File: config.mk
export PLATFORM = sky130hd
export DESIGN_NAME = cio_bus_master
export DESIGN_NICKNAME = d
export VERILOG_FILES = /design/src/design/cio_pkg.sv /design/src/design/cio_bus_master.sv
export SDC_FILE = /design/constraint.sdc
export NUM_CORES = 1
export LEC_CHECK = 0
export BUFFER_PORTS_ARGS = -buffer_cell sky130_fd_sc_hd__buf_2
export CORE_MARGIN = 3
export CORE_UTILIZATION = 55
export DETAILED_ROUTE_END_ITERATION = 8
export PLACE_DENSITY = 0.77
export SLEW_MARGIN = 10
export SYNTH_ARGS = -nofsm -noshare
export SYNTH_HDL_FRONTEND = slang
export SYNTH_SLANG_ARGS = --single-unit
File: constraint.sdc
create_clock -name pclk -period 6.9 [get_ports pclk]
set_input_delay 0.69 -clock pclk [delete_from_list [all_inputs] [get_ports pclk]]
set_output_delay 0.69 -clock pclk [all_outputs]
set_load 0.01 [all_outputs]
File: src/design/cio_pkg.sv
// Notes on behaviour
// - all cpu i/o cycles leave in program order
// - non-posted i/o blocks memory and barrier retirement
// - full stores to enabled blocks post, partial stores and loads never
// - queued posted stores stall only later i/o, and only while the queue is full
// - posted store faults may report after retirement
// - load or non-posted store plus barrier drains queue
// - posting enable is diagnose register 13
// - split/lock may repeat, last, overlap traffic
// - every split cycle is handled as locked
// - split/lock release requests inbound write flush
// - timeout sets address error, raises machine check
// - read parity mismatch flags, checks, returns data
// - forced parity bits act one cycle only
// - forced parity errors behave like real ones
// - debug mode dumps 36 state bits idle
// - debug keeps request on, controls inactive
// - debug starts 1.5 bus states after events
// - debug stops before mastering or after release
// - no debug drive while a cycle runs
// - addresses f000_0000 upward are i/o space
package cio_pkg;
  // ---------------------------------------------------------------
  // register indices, byte address is four times the index
  // ---------------------------------------------------------------
  localparam logic [9:0] IDX_STATUS = 10'h000;
  localparam logic [9:0] IDX_CONTROL = 10'h001;
  localparam logic [9:0] IDX_POSTED = 10'h00D;
  localparam logic [9:0] IDX_DEBUG = 10'h01A;
  // ---------------------------------------------------------------
  // field positions and reset values
  // ---------------------------------------------------------------
  localparam int ST_ADDR_ERR = 0;
  localparam int ST_DATA_PAR = 1;
  localparam int CTL_FORCE_APAR = 0;
  localparam int CTL_FORCE_DPAR = 1;
  localparam int DBG_EN_BIT = 0;
  localparam int BLK_LSB = 24;
  localparam int BLK_BITS = 4;
  localparam logic [1:0] STATUS_RST = 2'h0;
  localparam logic [1:0] CONTROL_RST = 2'h0;
  localparam logic [15:0] POSTED_RST = 16'h0000;
  localparam logic [31:0] IO_SPACE_BASE = 32'hF000_0000;
  // ---------------------------------------------------------------
  // counts
  // ---------------------------------------------------------------
  localparam int CLK_PERIOD_NS = 10;
  localparam int BUS_DIV_DEF = 3;
  localparam int TIMEOUT_STATES_DEF = 64;
  localparam int FIFO_DEPTH_DEF = 4;
  localparam int SYNC_STAGES = 3;
  localparam int DBG_START_HALF_STATES = 3;
  localparam logic [3:0] TYPE_READ = 4'h0;
  localparam logic [3:0] TYPE_WRITE = 4'h1;
  typedef enum logic [3:0] {
    BS_IDLE = 4'b0001,
    BS_ARB = 4'b0010,
    BS_ADDR = 4'b0100,
    BS_DATA = 4'b1000
  } cio_bus_state_type;
endpackage

File: src/design/cio_bus_master.sv
`timescale 1ns/1ps
module cio_bus_master #(
  parameter int BUS_DIV = cio_pkg::BUS_DIV_DEF,
  parameter int TIMEOUT_STATES = cio_pkg::TIMEOUT_STATES_DEF,
  parameter int FIFO_DEPTH = cio_pkg::FIFO_DEPTH_DEF
) (
  input wire logic pclk, // core clock
  input wire logic presetn, // async reset, low
  input wire logic psel, // apb select
  input wire logic penable, // apb enable
  input wire logic pwrite, // apb direction
  input wire logic [11:0] paddr, // apb byte address
  input wire logic [31:0] pwdata, // apb write data
  output logic pready, // apb ready
  output logic [31:0] prdata, // apb read data
  output logic pslverr, // apb error, unmapped
  input wire logic cpu_req_valid, // cpu access request
  output logic cpu_req_ready, // cpu access taken
  input wire logic cpu_req_write, // store when high
  input wire logic cpu_req_partial, // partial byte store
  input wire logic [31:0] cpu_req_addr, // physical address
  input wire logic [31:0] cpu_req_wdata, // store data
  output logic mem_req_valid, // memory access released
  output logic cpu_rsp_valid, // blocking access retired
  output logic [31:0] cpu_rsp_rdata, // load data
  input wire logic cpu_barrier_valid, // barrier wants retire
  output logic cpu_barrier_ready, // barrier may retire
  output logic machine_check_fault, // bus error pulse
  output logic dma_flush_req, // flush inbound buffers
  output logic bus_locked, // cycle treated locked
  input wire logic [35:0] core_debug_state, // state to dump
  output logic bus_request_n, // bus request
  input wire logic bus_grant_n, // bus grant pin
  output logic bus_addr_valid_n, // address valid
  output logic bus_write_n, // write cycle marker
  input wire logic slave_ready_n, // slave ready pin
  input wire logic split_lock_signal_n, // split/lock pin
  output logic [31:0] bus_data_lines_o, // data out
  output logic bus_data_lines_oe, // data enable
  input wire logic [31:0] bus_data_lines_i, // data in
  output logic [3:0] bus_type_o, // type lines out
  output logic bus_type_oe, // type lines enable
  output logic bus_parity_o, // parity out
  output logic bus_parity_oe, // parity enable
  input wire logic bus_parity_i // parity in
);
  import cio_pkg::*;

  localparam int PW = (FIFO_DEPTH > 1) ? $clog2(FIFO_DEPTH) : 1;
  localparam int DBG_DELAY = (BUS_DIV * DBG_START_HALF_STATES + 1) / 2;

  // ---------------------------------------------------------------
  // pin synchronisers
  // ---------------------------------------------------------------
  logic [2:0] pin_raw;
  logic [2:0] pin_lvl_q;
  logic [SYNC_STAGES-1:0] pin_sync_q [3];
  assign pin_raw = {~split_lock_signal_n, ~slave_ready_n, ~bus_grant_n};
  for (genvar g = 0; g < 3; g++) begin : g_sync
    always_ff @(posedge pclk or negedge presetn) begin
      if (!presetn) begin
        pin_sync_q[g] <= '0;
        pin_lvl_q[g] <= 1'b0;
      end else begin
        pin_sync_q[g] <= {pin_sync_q[g][SYNC_STAGES-2:0], pin_raw[g]};
        if (pin_sync_q[g][1] == pin_sync_q[g][2]) begin
          pin_lvl_q[g] <= pin_sync_q[g][2];
        end
      end
    end
  end
  logic grant_s, ready_s, split_s;
  assign grant_s = pin_lvl_q[0];
  assign ready_s = pin_lvl_q[1];
  assign split_s = pin_lvl_q[2];

  // data path delayed to line up with the agreed control levels
  logic [32:0] rx_pipe_q [SYNC_STAGES+1];
  always_ff @(posedge pclk or negedge presetn) begin
    if (!presetn) begin
      for (int i = 0; i <= SYNC_STAGES; i++) rx_pipe_q[i] <= '0;
    end else begin
      rx_pipe_q[0] <= {bus_parity_i, bus_data_lines_i};
      for (int i = 1; i <= SYNC_STAGES; i++) begin
        rx_pipe_q[i] <= rx_pipe_q[i-1];
      end
    end
  end
  logic [31:0] rx_data;
  logic rx_par;
  assign rx_data = rx_pipe_q[SYNC_STAGES][31:0];
  assign rx_par = rx_pipe_q[SYNC_STAGES][32];

  // ---------------------------------------------------------------
  // bus state divider
  // ---------------------------------------------------------------
  logic [7:0] div_q;
  logic bus_en;
  assign bus_en = (div_q == 8'(BUS_DIV - 1));
  always_ff @(posedge pclk or negedge presetn) begin
    if (!presetn) div_q <= 8'h00;
    else if (bus_en) div_q <= 8'h00;
    else div_q <= div_q + 8'h01;
  end

  // ---------------------------------------------------------------
  // registers over apb
  // ---------------------------------------------------------------
  logic [1:0] status_q;
  logic [1:0] control_q;
  logic [15:0] posted_store_enable_reg_q;
  logic debug_en_q;
  logic [9:0] pidx;
  logic apb_wr, apb_setup, mapped;
  logic [1:0] st_set;
  logic ctl_take;
  assign pidx = paddr[11:2];
  assign apb_setup = psel && !penable;
  assign apb_wr = psel && penable && pwrite;
  assign mapped = (pidx == IDX_STATUS) || (pidx == IDX_CONTROL) ||
                  (pidx == IDX_POSTED) || (pidx == IDX_DEBUG);
  assign pready = 1'b1;

  always_ff @(posedge pclk or negedge presetn) begin
    if (!presetn) begin
      prdata <= 32'h0000_0000;
      pslverr <= 1'b0;
    end else if (apb_setup) begin
      pslverr <= !mapped;
      unique case (pidx)
        IDX_STATUS: prdata <= {30'h0, status_q};
        IDX_CONTROL: prdata <= {30'h0, control_q};
        IDX_POSTED: prdata <= {16'h0000, posted_store_enable_reg_q};
        IDX_DEBUG: prdata <= {31'h0, debug_en_q};
        default: prdata <= 32'h0000_0000;
      endcase
    end
  end

  // write one to clear; a same-cycle error still sets the flag
  always_ff @(posedge pclk or negedge presetn) begin
    if (!presetn) begin
      status_q <= STATUS_RST;
    end else begin
      status_q <= ((apb_wr && pidx == IDX_STATUS) ?
                   (status_q & ~pwdata[1:0]) : status_q) | st_set;
    end
  end

  always_ff @(posedge pclk or negedge presetn) begin
    if (!presetn) begin
      posted_store_enable_reg_q <= POSTED_RST;
      debug_en_q <= 1'b0;
    end else if (apb_wr) begin
      if (pidx == IDX_POSTED) posted_store_enable_reg_q <= pwdata[15:0];
      if (pidx == IDX_DEBUG) debug_en_q <= pwdata[DBG_EN_BIT];
    end
  end

  // force bits are consumed by the cycle that starts next
  always_ff @(posedge pclk or negedge presetn) begin
    if (!presetn) control_q <= CONTROL_RST;
    else if (apb_wr && pidx == IDX_CONTROL) control_q <= pwdata[1:0];
    else if (ctl_take) control_q <= 2'h0;
  end

  // ---------------------------------------------------------------
  // cpu side and in-order queue
  // ---------------------------------------------------------------
  logic [31:0] q_addr [FIFO_DEPTH];
  logic [31:0] q_data [FIFO_DEPTH];
  logic q_write [FIFO_DEPTH];
  logic q_blk [FIFO_DEPTH];
  logic [PW-1:0] wr_ptr_q, rd_ptr_q;
  logic [PW:0] cnt_q;
  logic fifo_full, fifo_empty, push, pop;
  logic is_io, is_posted, blocking_q;
  logic done, tout, par_err;

  assign fifo_full = (cnt_q == (PW+1)'(FIFO_DEPTH));
  assign fifo_empty = (cnt_q == '0);
  assign is_io = (cpu_req_addr >= IO_SPACE_BASE);
  // stores post in enabled blocks; partial byte stores and loads never
  assign is_posted = cpu_req_write && !cpu_req_partial &&
    posted_store_enable_reg_q[cpu_req_addr[BLK_LSB +: BLK_BITS]];
  // a blocking access holds off every later cpu access
  assign cpu_req_ready = !blocking_q && (!is_io || !fifo_full);
  assign push = cpu_req_valid && cpu_req_ready && is_io;
  assign mem_req_valid = cpu_req_valid && cpu_req_ready && !is_io;
  // posted stores do not hold a barrier back
  assign cpu_barrier_ready = cpu_barrier_valid && !blocking_q;
  assign pop = done;

  always_ff @(posedge pclk) begin
    if (push) begin
      q_addr[wr_ptr_q] <= cpu_req_addr;
      q_data[wr_ptr_q] <= cpu_req_wdata;
      q_write[wr_ptr_q] <= cpu_req_write;
      q_blk[wr_ptr_q] <= !is_posted;
    end
  end

  always_ff @(posedge pclk or negedge presetn) begin
    if (!presetn) begin
      wr_ptr_q <= '0;
      rd_ptr_q <= '0;
      cnt_q <= '0;
    end else begin
      if (push) wr_ptr_q <= (wr_ptr_q == PW'(FIFO_DEPTH-1)) ? '0 :
                            wr_ptr_q + 1'b1;
      if (pop) rd_ptr_q <= (rd_ptr_q == PW'(FIFO_DEPTH-1)) ? '0 :
                           rd_ptr_q + 1'b1;
      cnt_q <= cnt_q + (PW+1)'(push) - (PW+1)'(pop);
    end
  end

  logic [31:0] h_addr, h_data;
  logic h_write, h_blk;
  assign h_addr = q_addr[rd_ptr_q];
  assign h_data = q_data[rd_ptr_q];
  assign h_write = q_write[rd_ptr_q];
  assign h_blk = q_blk[rd_ptr_q];

  // blocking entry is last in queue, so its end means the queue drained
  always_ff @(posedge pclk or negedge presetn) begin
    if (!presetn) begin
      blocking_q <= 1'b0;
      cpu_rsp_valid <= 1'b0;
      cpu_rsp_rdata <= 32'h0000_0000;
    end else begin
      cpu_rsp_valid <= done && h_blk;
      if (push && !is_posted) blocking_q <= 1'b1;
      else if (done && h_blk && cnt_q == (PW+1)'(1)) blocking_q <= 1'b0;
      if (done && h_blk && !h_write) cpu_rsp_rdata <= rx_data;
    end
  end

  // ---------------------------------------------------------------
  // bus cycle sequencer
  // ---------------------------------------------------------------
  cio_bus_state_type st_q, st_d;
  logic [15:0] tcnt_q;
  logic cyc_fap_q, cyc_fdp_q;
  logic req_act_q;

  always_comb begin
    st_d = st_q;
    done = 1'b0;
    tout = 1'b0;
    unique case (st_q)
      BS_IDLE: if (bus_en && !fifo_empty) st_d = BS_ARB;
      BS_ARB: if (bus_en && grant_s) st_d = BS_ADDR;
      BS_ADDR: if (bus_en) st_d = BS_DATA;
      BS_DATA: begin
        if (bus_en && ready_s) begin
          done = 1'b1;
          st_d = BS_IDLE;
        end else if (bus_en && !split_s &&
                     tcnt_q == 16'(TIMEOUT_STATES - 1)) begin
          tout = 1'b1;
          done = 1'b1;
          st_d = BS_IDLE;
        end
      end
    endcase
  end
  assign ctl_take = (st_q == BS_ARB) && (st_d == BS_ADDR);
  // forced bit flips the expected parity, so it fails like a real one
  assign par_err = done && !tout && !h_write &&
                   (rx_par != ((^rx_data) ^ cyc_fdp_q));
  assign st_set[ST_ADDR_ERR] = tout;
  assign st_set[ST_DATA_PAR] = par_err;

  always_ff @(posedge pclk or negedge presetn) begin
    if (!presetn) begin
      st_q <= BS_IDLE;
      tcnt_q <= 16'h0000;
      cyc_fap_q <= 1'b0;
      cyc_fdp_q <= 1'b0;
    end else begin
      st_q <= st_d;
      if (ctl_take) begin
        cyc_fap_q <= control_q[CTL_FORCE_APAR];
        cyc_fdp_q <= control_q[CTL_FORCE_DPAR];
      end
      // a split stretches the cycle without limit
      if (st_q != BS_DATA || split_s) tcnt_q <= 16'h0000;
      else if (bus_en) tcnt_q <= tcnt_q + 16'h0001;
    end
  end

  // errors are reported when they occur, not tied to retirement
  always_ff @(posedge pclk or negedge presetn) begin
    if (!presetn) machine_check_fault <= 1'b0;
    else machine_check_fault <= tout || par_err;
  end

  // every split is treated as a lock; release asks for a flush
  logic split_d_q;
  always_ff @(posedge pclk or negedge presetn) begin
    if (!presetn) begin
      split_d_q <= 1'b0;
      dma_flush_req <= 1'b0;
      bus_locked <= 1'b0;
    end else begin
      split_d_q <= split_s;
      dma_flush_req <= split_d_q && !split_s;
      bus_locked <= split_s;
    end
  end

  always_ff @(posedge pclk or negedge presetn) begin
    if (!presetn) req_act_q <= 1'b0;
    else if (bus_en) req_act_q <= !fifo_empty || st_q != BS_IDLE ||
                                  grant_s;
  end
  assign bus_request_n = !req_act_q;

  // ---------------------------------------------------------------
  // debug dump on the idle bus
  // ---------------------------------------------------------------
  logic [7:0] dbg_cnt_q;
  logic debug_on_q, dbg_ok, dbg_start;
  assign dbg_ok = debug_en_q && grant_s && st_q == BS_IDLE &&
                  fifo_empty;
  assign dbg_start = (bus_en && grant_s && !req_act_q) || done;

  always_ff @(posedge pclk or negedge presetn) begin
    if (!presetn) begin
      dbg_cnt_q <= 8'h00;
      debug_on_q <= 1'b0;
    end else begin
      if (dbg_start) dbg_cnt_q <= 8'(DBG_DELAY);
      else if (dbg_cnt_q != 8'h00) dbg_cnt_q <= dbg_cnt_q - 8'h01;
      // queued work stops the dump ahead of the next cycle
      if (!dbg_ok || (bus_en && !req_act_q)) debug_on_q <= 1'b0;
      // once the start delay has run out, an idle granted bus dumps,
      // also when the mode is switched on in the middle of idle time
      else if (dbg_cnt_q == 8'h00 && !dbg_start && req_act_q)
        debug_on_q <= 1'b1;
    end
  end

  // ---------------------------------------------------------------
  // bus pin drivers
  // ---------------------------------------------------------------
  always_ff @(posedge pclk or negedge presetn) begin
    if (!presetn) begin
      bus_addr_valid_n <= 1'b1;
      bus_write_n <= 1'b1;
      bus_data_lines_o <= 32'h0000_0000;
      bus_data_lines_oe <= 1'b0;
      bus_type_o <= 4'h0;
      bus_type_oe <= 1'b0;
      bus_parity_o <= 1'b0;
      bus_parity_oe <= 1'b0;
    end else begin
      bus_addr_valid_n <= !(st_q == BS_ADDR);
      bus_write_n <= !((st_q == BS_ADDR || st_q == BS_DATA) && h_write);
      bus_type_oe <= (st_q == BS_ADDR) || debug_on_q;
      if (st_q == BS_ADDR) begin
        bus_data_lines_o <= h_addr;
        bus_data_lines_oe <= 1'b1;
        bus_type_o <= h_write ? TYPE_WRITE : TYPE_READ;
        bus_parity_o <= (^h_addr) ^ cyc_fap_q;
        bus_parity_oe <= 1'b1;
      end else if (st_q == BS_DATA && h_write) begin
        bus_data_lines_o <= h_data;
        bus_data_lines_oe <= 1'b1;
        bus_parity_o <= (^h_data) ^ cyc_fdp_q;
        bus_parity_oe <= 1'b1;
      end else if (debug_on_q) begin
        bus_data_lines_o <= core_debug_state[31:0];
        bus_type_o <= core_debug_state[35:32];
        bus_data_lines_oe <= 1'b1;
        bus_parity_o <= ^core_debug_state;
        bus_parity_oe <= 1'b1;
      end else begin
        bus_data_lines_oe <= 1'b0;
        bus_parity_oe <= 1'b0;
      end
    end
  end
endmodule // cio_bus_master

==> results.sh, run 1 <==
export IMPL_cap_violations=0
export IMPL_rr_worst_depth=9
export IMPL_ys_ff_latch=571
export IMPL_nets=1850
export IMPL_synth_top_cells_by_count="dfrtp_1 (304), edfxtp_1 (264), xnor2_1 (128)"
export IMPL_clk_latency_ns=0.59
export IMPL_core_area_um2=39100
export IMPL_die_h_um=206
export IMPL_cts_tree="yes"
export IMPL_drt_total_wl_um=46000
export IMPL_p_leak_nw=10.7
export IMPL_fin_total_pwr_w=0.00968
export IMPL_max_slew_margin=0.245
export IMPL_synth_cell_types=61
export IMPL_grt_max_degree=112
export IMPL_synth_main_ff_cell="dfrtp_1"
export IMPL_p_seq_frac=0.421
export IMPL_status="complete, no violations"
export IMPL_grt_setup_unrepaired="false"
export IMPL_drtIter0Drc=734
export IMPL_synth_top_cell_by_area="edfxtp_1"
export IMPL_grt_pass1_vias=12713
export IMPL_h_tree_depth=2
export IMPL_drc=0
export IMPL_critPathLaunchType="register"
export IMPL_critPathMaxFanout=44
export IMPL_hold_class="primary input to async pin"
export IMPL_cts_root_buf="clkbuf_16"
export IMPL_syn2layout_area_growth_pct=16.7
export IMPL_fin_setup_tns_ns=0
export IMPL_synth_edff_count=264
export IMPL_antenna_found_initial=9
export IMPL_fin_area_um2=25700
export IMPL_placed_area_um2=23800
export IMPL_cp_end_kind="register"
export IMPL_stdcell_count=2218
export IMPL_drtPass1Iterations=5
export IMPL_cts_buffers=56
export IMPL_synth_cells=1365
export IMPL_cts_sinks=571
export IMPL_drtAntennaViolNets=0
export IMPL_clkPwrFrac=0.320
export IMPL_post_place_ws_ns=2.99
export IMPL_design_die_area_um2=42500
export IMPL_clock_path_buffers=3
export IMPL_synth_most_common_cell="dfrtp_1"
export IMPL_pwr_density_cell_nw_per_um2=376
export IMPL_clkTransAtPathRegs_ns=0.06
export IMPL_place_gp_congestion=0.811
export IMPL_pin_count=305
export IMPL_synth_area_um2=22100
export IMPL_yosysSeqAreaShare=0.708
export IMPL_avgSynthCellArea_um2=16.2
export IMPL_avgViaCountPerCell=5.39
export IMPL_row_count=72
export IMPL_drv_slew=0
export IMPL_setup_viol=0
export IMPL_tightestPinTransition_ns=1.13
export IMPL_worstPathRequired_ns=7.37
export IMPL_min_period_ns=3.84
export IMPL_ys_async_sr_fraction=0.538
export IMPL_grt_pass1_wl_um=70800
export IMPL_layout_drive_gt1_share=0.301
export IMPL_cts_repair_resized=0
export IMPL_grt_overflow=0
export IMPL_combPwrFrac=0.259
export IMPL_max_clock_freq_mhz=260
export IMPL_ir_worst_vdd_mv=0.292
export IMPL_ys_top_cells_by_area="edfxtp_1 (36%), dfrtp_1 (34%), mux4_2 (6.9%)"
export IMPL_critPathArrivalTime_ns=4.31
export IMPL_grtUsageTotal=0.220
export IMPL_p_sw_frac=0.286
export IMPL_final_period_utilization=0.556
export IMPL_die_x_um=206
export IMPL_avgRoutedWirePerCell_um=20.7
export IMPL_post_cts_buffers=0
export IMPL_intPower_w=0.00691
export IMPL_hold_viol=0
export IMPL_start_util=0.564
export IMPL_critPathKind="register to register"
export IMPL_finalClockSkew_ns=0.0140
export IMPL_power_switching_w=0.00277
export IMPL_dp_hpwl_um=30000
export IMPL_worst_slack_ns=3.06
export IMPL_placedCellCount=2109
export IMPL_io_buffers=269
export IMPL_yosysTopAreaCellShare=0.359
export IMPL_via_count=11961
export IMPL_ctsHoldBuffers=0
export IMPL_ys_warn_count=0
## registers in the layout, summed over array words and instances (netlist names), 16 cells and up
signal                     flops
tcnt_q                        16
q_addr                       128
prdata                        16
cpu_rsp_rdata                 32
bus_data_lines_o              32
q_data                       128
rx_pipe_q                     99
rx_data                       32
posted_store_enable_reg_q     16
## area by class of cell
class                      count  area, µm²
tap                          518        648
timing repair buffer         278       1420
clock buffer                  80       1620
antenna                        6       15.0
fill                        2789      13400
sequential                   571      15600
clock inverter                23        279
inverter                      20       75.1
multi-input combinational    722       6050
## logic make-up after synthesis
family / Yosys count / share of synthesized area
AOI/OAI and AO/OA: 118 / 0.0287
xor gates and xnor gates: 155 / 0.0635
other: 2 / 0.000341
adders and majority gates: 15 / 0.00851
muxes: 158 / 0.115
DFF: 571 / 0.708
buffers and inverters: 87 / 0.0218
and+or+nand+nor: 259 / 0.0544
## per-layer routing
layer,up-vias,global-route usage,share of wire
met5,-,0,0.00059
met4,6,0.0684,0.026
met3,81,0.0510,0.064
met2,344,0.370,0.51
met1,6078,0.289,0.40
li1,5452,-,-
## critical path: stages, from the launching register on
cell     delay (ns)
dfrtp_4        1.03
buf_4          0.58
mux4_2         0.60
xor2_1         0.19
xnor2_1        0.27
xnor2_1        0.14
xnor2_1        0.32
xnor2_1        0.16
nor2_1         0.06
o32a_1         0.33
## layout by cell type (no fill, tap or decap), types with 3 or more instances in the layout
| cell type | n |
|---|---|
| diode_2 | 6 |
| mux2i_1 | 33 |
| bufinv_16 | 6 |
| nor3b_1 | 3 |
| nand2b_1 | 5 |
| buf_2 | 268 |
| and2_4 | 4 |
| nand2_1 | 105 |
| clkinvlp_4 | 3 |
| clkbuf_16 | 57 |
| a21oi_1 | 42 |
| edfxtp_1 | 264 |
| mux2_2 | 55 |
| mux4_2 | 68 |
| xor2_1 | 23 |
| inv_1 | 19 |
| conb_1 | 17 |
| dfstp_2 | 3 |
| nand3_1 | 18 |
| dfrtp_1 | 302 |
| buf_4 | 9 |
| xnor2_1 | 128 |
| o21ai_0 | 61 |
| and2_1 | 3 |
| nor3_1 | 10 |
| clkbuf_8 | 11 |
| nor4_1 | 5 |
| ha_1 | 11 |
| or3_1 | 9 |
| clkbuf_1 | 12 |
| nor2_1 | 71 |
| and3_1 | 7 |
| clkinv_2 | 11 |
| maj3_1 | 3 |
## per-stage QoR
step                       util  hold WS (ns)
after floorplan               -         0.331
after global placement    0.609         0.331
after detailed placement  0.609         0.335
after CTS                 0.658         0.165
after global routing      0.658         0.171
final                     0.658         0.156
## path summary, 6_finish.rpt
path	startpoint	endpoint	slack, ns
min reg2reg	rx_pipe_q[119]	rx_pipe_q[86]	0.34
min in group pclk	bus_data_lines_i[7]	rx_pipe_q[106]	0.20
min	presetn	rx_pipe_q[118]	0.16
max	rd_ptr_q[0]	bus_parity_o	3.06
max reg2reg	rd_ptr_q[0]	bus_parity_o	3.06
max in group asynchronous	presetn	rx_pipe_q[109]	5.18
## power groups by stage
stage	sequential, W	clock, W	combinational [W]
6_report	0.00408	0.00310	0.00251
3_5_place_dp	0.00415	0	0.00251
2_1_floorplan	0.00406	0	0.00189
5_1_grt	0.00412	0.00329	0.00273
4_1_cts	0.00408	0.00316	0.00254
3_3_place_gp	0.00413	0	0.00248
No activity file was read; power rests on OpenSTA's default activity.
==> run 2: changes to the inputs <==
- clock period: 6.9 -> 3.9 ns (I/O delays scaled with it)
==> run 2 against run 1 <==
Compared with the run above: combinational power rose by 92%; first-iteration DRC count rose by 8.7%; clock-buffer cell count fell by 1; worst setup slack got worse by 2.5 ns; global-route usage rose by 1.1 points; wire length rose by 4.4%; clock power rose by 71%; die area did not move; final cell count rose by 5.0%; utilization rose by 2.9 points; register-to-register slack got worse by 2.5 ns; largest cell class unchanged.
==> results.sh, run 2 (synthesized netlist as in run 1, its figures left out) <==
export IMPL_critPathArrivalTime_ns=3.81
export IMPL_drtPass1Iterations=5
export IMPL_hold_class="primary input to register"
export IMPL_fin_setup_tns_ns=0
export IMPL_design_die_area_um2=42500
export IMPL_grt_overflow=0
export IMPL_drt_total_wl_um=48000
export IMPL_pin_count=305
export IMPL_hold_worst_slack_ns=0.0324
export IMPL_antenna_found_initial=8
export IMPL_mostFrequentLayoutCells="dfrtp_1 (302), buf_2 (268), edfxtp_1 (264)"
export IMPL_n_fill_cell=2596
export IMPL_via_count=12608
export IMPL_critPathLaunchType="register"
export IMPL_mostFrequentLayoutCell="dfrtp_1"
export IMPL_top_regs="q_addr (128), q_data (128), rx_pipe_q (99)"
export IMPL_row_count=72
export IMPL_p_leak_nw=11.2
export IMPL_r2r_slack_ns=0.60
export IMPL_cts_tree="yes"
export IMPL_h_tree_depth=2
export IMPL_timing_rr_end="cnt_q[2]"
export IMPL_worstHoldPathCells=1
export IMPL_hold_viol=0
export IMPL_cts_buffers=56
export IMPL_cts_sinks=571
export IMPL_drtIter0Drc=798
export IMPL_holdPathEnd="q_addr[3][20]"
export IMPL_avgViaCountPerCell=5.42
export IMPL_die_x_um=206
export IMPL_clock_path_buffers=3
export IMPL_placedCellCount=2127
export IMPL_place_gp_congestion=0.804
export IMPL_status="complete, no violations"
export IMPL_min_period_ns=3.30
export IMPL_setup_viol=0
export IMPL_cts_root_buf="clkbuf_16"
export IMPL_max_clock_freq_mhz=303
export IMPL_critPathKind="register to register"
export IMPL_grt_pass1_wl_um=74700
export IMPL_io_buffers=269
export IMPL_grt_pass1_vias=13478
export IMPL_final_period_utilization=0.846
export IMPL_pwr_density_cell_nw_per_um2=640
export IMPL_fin_total_pwr_w=0.0172
export IMPL_stdcell_count=2328
export IMPL_r2r_start="div_q[0]"
export IMPL_die_h_um=206
export IMPL_grtUsageTotal=0.231
export IMPL_dp_hpwl_um=31300
export IMPL_cp_end_kind="register"
export IMPL_drc=0
export IMPL_nets=1965
export IMPL_cp_top_family="simple AND/OR/NAND/NOR gates"
export IMPL_clkTransAtPathRegs_ns=0.06
export IMPL_rr_worst_depth=15
export IMPL_crit_buf_inv=4
export IMPL_grt_max_degree=115
export IMPL_utilization=0.688
export IMPL_finalClockSkew_ns=0.0142
export IMPL_avgRoutedWirePerCell_um=20.6
export IMPL_path_cells="inv_1, ha_1, nor4b_4, and2_0, nand3_1, nor4_1, o21ai_0, inv_1, ha_1, inv_1, ha_1, inv_1, fa_1, xnor2_1, xnor2_1"
export IMPL_cap_violations=0
export IMPL_clk_latency_ns=0.59
export IMPL_core_area_um2=39100
export IMPL_cts_repair_resized=0
export IMPL_drtAntennaViolNets=0
export IMPL_holdCritStartpoint="cpu_req_addr[20]"
export IMPL_start_util=0.564
export IMPL_drv_slew=0
export IMPL_post_cts_buffers=0
export IMPL_syn2layout_area_growth_pct=21.9
export IMPL_critPathMaxFanout=6
export IMPL_max_slew_margin=0.279
export IMPL_tightestPinTransition_ns=1.08
export IMPL_layout_drive_gt1_share=0.292
export IMPL_cp_common_cell="inv_1"
export IMPL_crit_path_top_delay_cell="dfrtp_1"
export IMPL_grt_setup_unrepaired="false"
export IMPL_worstPathRequired_ns=4.41
export IMPL_ir_worst_vdd_mv=0.442
export IMPL_crit_path_max_incr_delay_ns=0.43
run 2: how the worst max path moves through the flow:
| stage | start | endpoint | slack, ns | cells after the start |
|---|---|---|---|---|
| 2_1_floorplan | cpu_req_addr[29] | q_addr[3][0] | 0.59 | 5 |
| 3_3_place_gp | rd_ptr_q[0] | bus_parity_o | 0.75 | 9 |
| 3_5_place_dp | div_q[0] | cnt_q[2] | 0.65 | 15 |
| 4_1_cts | div_q[0] | cnt_q[2] | 0.52 | 15 |
| 5_1_grt | div_q[0] | cnt_q[2] | 0.33 | 15 |
| 6_report | div_q[0] | cnt_q[2] | 0.60 | 15 |
run 2: what timing repair did:
item,in CTS,in global routing
setup endpoints to repair,0,0
hold endpoints to repair,369,0
hold buffers,97,0
run 2: final cells by class:
cell class,instances,area (µm²),area share
inverter,20,75.1,0.00279
clock buffer,79,1650,0.0614
sequential,571,15600,0.581
timing repair buffer,393,2640,0.0983
clock inverter,20,183,0.00680
multi-input combinational,722,6050,0.225
antenna,5,12.5,0.000465
tap,518,648,0.0241
run 2: metrics by stage:
| stage | setup WS (ns) | cell area (µm²) |
|---|---|---|
| final | 0.600 | 26900 |
| after global routing | 0.325 | 26900 |
| after CTS | 0.520 | 26900 |
| after detailed placement | 0.655 | 24100 |
| after global placement | 0.745 | 24100 |
| after floorplan | 0.591 | 22100 |
run 2: power breakdown:
| group | switching, W | internal (W) |
|---|---|---|
| combinational | 0.00247 | 0.00234 |
| clock | 0.00218 | 0.00312 |
| sequential | 0.000342 | 0.00676 |
| total | 0.00499 | 0.0122 |
run 2: routing by layer:
layer,vias to the layer above,wire length [µm],global-route usage
met2,398,24600,0.391
met4,6,1720,0.0945
met5,-,28,0
li1,5670,-,-
met3,109,2700,0.0364
met1,6425,18900,0.302
==> run 3: changes to the inputs <==
- ABC_AREA: not set -> 1
- CORE_UTILIZATION: 55 -> 52
- PLACE_DENSITY: 0.77 -> 0.76
- clock period: 3.9 -> 2.96 ns (I/O delays scaled with it)
==> run 3 against run 2 <==
Compared with the run above: the flow now finishes with violations (setup timing); via count rose by 42%; highest routed layer unchanged; combinational power rose by 52%; synthesized cell count rose by 66%; final cell count is 43% higher; die area grew 14%; maximum frequency grew 7.6%; clock skew up 0.023 ns; non-clock buffer count up 43; register-to-register slack got worse by 0.71 ns.
==> results.sh, run 3 <==
export IMPL_drc=0
export IMPL_utilization=0.654
export IMPL_nets=2876
export IMPL_synth_adder_area_share=0.00784
export IMPL_cap_violations=0
export IMPL_worst_slack_ns=-0.109
export IMPL_drt_total_wl_um=62900
export IMPL_grt_setup_unrepaired="true"
export IMPL_hold_class="primary input to register"
export IMPL_r2r_start="div_q[7]"
export IMPL_ys_top_cells_by_area="edfxtp_1 (33%), dfrtp_1 (32%), nand2_1 (12%)"
export IMPL_n_fill_cell=3244
export IMPL_synth_xor_area_share=0.0336
export IMPL_crit_path_top_delay_cell="dfrtp_1"
export IMPL_die_x_um=221
export IMPL_antenna_found_initial=9
export IMPL_design_die_area_um2=48600
export IMPL_route_met2_wl_um=31300
export IMPL_yosysTopAreaCellShare=0.331
export IMPL_place_gp_congestion=0.876
export IMPL_setup_viol=1
export IMPL_critPathLaunch="div_q[7]"
export IMPL_max_slew_margin=0.357
export IMPL_yosys_area_share_simple=0.186
export IMPL_avgSynthCellArea_um2=10.6
export IMPL_grt_pass1_vias=17933
export IMPL_hold_worst_slack_ns=0.0580
export IMPL_avgRoutedWirePerCell_um=19.0
export IMPL_worstPathRequired_ns=3.44
export IMPL_placed_area_um2=26100
export IMPL_synth_area_um2=23900
export IMPL_multi_input_area_um2=7280
export IMPL_pin_count=305
export IMPL_crit_buf_inv=2
export IMPL_avgViaCountPerCell=5.38
export IMPL_die_h_um=221
export IMPL_ir_worst_vdd_mv=0.721
export IMPL_cts_sinks=571
export IMPL_p_leak_nw=13.3
export IMPL_yosysSeqAreaShare=0.653
export IMPL_drtIter0Drc=1561
export IMPL_grt_overflow=0
export IMPL_synth_most_common_cell="nand2_1"
export IMPL_mostFrequentLayoutCell="nand2_1"
export IMPL_drv_slew=0
export IMPL_synth_edff_count=264
export IMPL_synth_main_ff_cell="dfrtp_1"
export IMPL_layout_drive_gt1_share=0.183
export IMPL_ys_ff_latch=571
export IMPL_synth_mux_area_frac=0.0221
export IMPL_wl_met3_um=4760
export IMPL_h_tree_depth=2
export IMPL_hold_viol=0
export IMPL_grt_pass1_wl_um=96600
export IMPL_final_period_utilization=1.04
export IMPL_critPathArrivalTime_ns=3.55
export IMPL_synth_cells=2265
export IMPL_holdCritStartpoint="core_debug_state[32]"
export IMPL_drtPass1Iterations=6
export IMPL_syn2layout_area_growth_pct=22.4
export IMPL_dp_hpwl_um=40200
export IMPL_tightestPinTransition_ns=0.963
export IMPL_cts_tree="yes"
export IMPL_fin_setup_tns_ns=-0.109
export IMPL_pwr_density_cell_nw_per_um2=814
export IMPL_status="complete, but fails checks"
export IMPL_drtAntennaViolNets=0
export IMPL_top_regs="q_addr (128), q_data (128), rx_pipe_q (99)"
export IMPL_grtUsageTotal=0.256
export IMPL_core_area_um2=44800
export IMPL_max_clock_freq_mhz=326
export IMPL_synth_top_cells_by_count="nand2_1 (751), dfrtp_1 (304), edfxtp_1 (264)"
export IMPL_via_count=17859
export IMPL_grt_max_degree=85
export IMPL_synth_cell_types=50
export IMPL_critPathKind="register to register"
export IMPL_row_count=77
export IMPL_clk_latency_ns=0.63
export IMPL_top_layer="met5"
export IMPL_cts_buffers=55
export IMPL_cp_end_kind="register"
export IMPL_critPathLaunchType="register"
export IMPL_crit_path_max_incr_delay_ns=0.39
export IMPL_mostFrequentLayoutCells="nand2_1 (750), dfrtp_1 (302), buf_2 (268)"
export IMPL_start_util=0.534
export IMPL_ys_warn_count=0
export IMPL_finalClockSkew_ns=0.0372
export IMPL_post_place_ws_ns=-0.120
export IMPL_violations="setup timing"
export IMPL_ys_async_sr_fraction=0.538
export IMPL_clkTransAtPathRegs_ns=0.06
export IMPL_min_period_ns=3.07
export IMPL_synth_compound_area_frac=0.0490
export IMPL_cts_root_buf="clkbuf_16"
export IMPL_critPathMaxFanout=3
export IMPL_wl_met1_um=24600
export IMPL_io_buffers=269
export IMPL_synth_top_cell_by_area="edfxtp_1"
export IMPL_seqCellArea_um2=15600
export IMPL_synth_top_family_by_area="simple AND/OR/NAND/NOR gates"
export IMPL_cp_top_family="simple AND/OR/NAND/NOR gates"
export IMPL_path_cells="or2_4, nor4_4, and3_4, nand2_2, nor3b_2, nand4_1, a21oi_2, ha_1, inv_1, ha_1, inv_1, fa_2, xnor2_2, xor2_1"
export IMPL_clock_path_buffers=3
export IMPL_fin_area_um2=29300
-- run 3: cell types whose count changed in the layout (fill, tap and decap cells not counted), moves of 12 or more --
cell           change
mux4_2            -68
nand2_1          +645
nor3_1            +14
nor2_1            +14
dlygate4sd3_1     +23
o211ai_1          +17
xnor2_1           -70
mux2i_1           -32
inv_1            +126
nand3_1          +159
buf_4             +12
o21ai_0           +25
o21a_1            +14
-- run 3: logic make-up after synthesis --
logic type / Yosys count
simple gates: 1081
buf+inv: 255
mux: 47
other cells: 2
compound gates: 204
xor+xnor: 90
fa+ha+maj: 15
flops: 571
-- run 3: timing repair --
item | 4_1_cts | 5_1_grt
gates resized for setup | 3 | 4
hold endpoints to repair | 390 | 0
endpoints found under the setup margin | 1 | 5
gates cloned | 0 | 1
setup buffers | 2 | 3
hold buffers | 120 | 0
pin swaps | 7 | 5
-- run 3: final cells by class --
cell class,instances,area share
sequential,571,0.533
multi-input combinational,1454,0.249
timing repair buffer,436,0.107
clock buffer,83,0.0584
tap,592,0.0253
inverter,157,0.0202
clock inverter,21,0.00688
antenna,7,0.000598
-- run 3: tightest hold or removal path, cell delays in order --
cell	delay [ns]
buf_2	0.12
nor2_1	0.13
o31ai_1	0.09
-- run 3: per-stage QoR --
step | cells | power (W)
after floorplan | 2280 | 0.0143
after global placement | 3084 | 0.0161
after detailed placement | 3084 | 0.0164
after CTS | 3310 | 0.0238
after global routing | 3320 | 0.0252
final | 3321 | 0.0238
-- run 3: worst paths after layout --
path,to,cells past startpoint,slack [ns]
max,cnt_q[2],14,-0.11
min in group asynchronous,cpu_rsp_rdata[0],2,0.37
min reg2reg,rx_data[22],0,0.34
max in group asynchronous,bus_data_lines_o[2],3,1.67
min,bus_type_o[0],3,0.06
max reg2reg,cnt_q[2],14,-0.11
-- run 3: report_power, final --
group          total [W]  internal (W)  switching [W]  leakage, nW
sequential       0.00928       0.00885       0.000425         6.13
clock            0.00722       0.00414        0.00309        0.947
combinational    0.00733       0.00253        0.00480         6.21
-- run 3: per-layer routing --
metal	up-vias	global-route usage
li1	8315	-
met1	8678	0.326
met5	-	0
met2	717	0.440
met3	145	0.0511
met4	4	0.0940
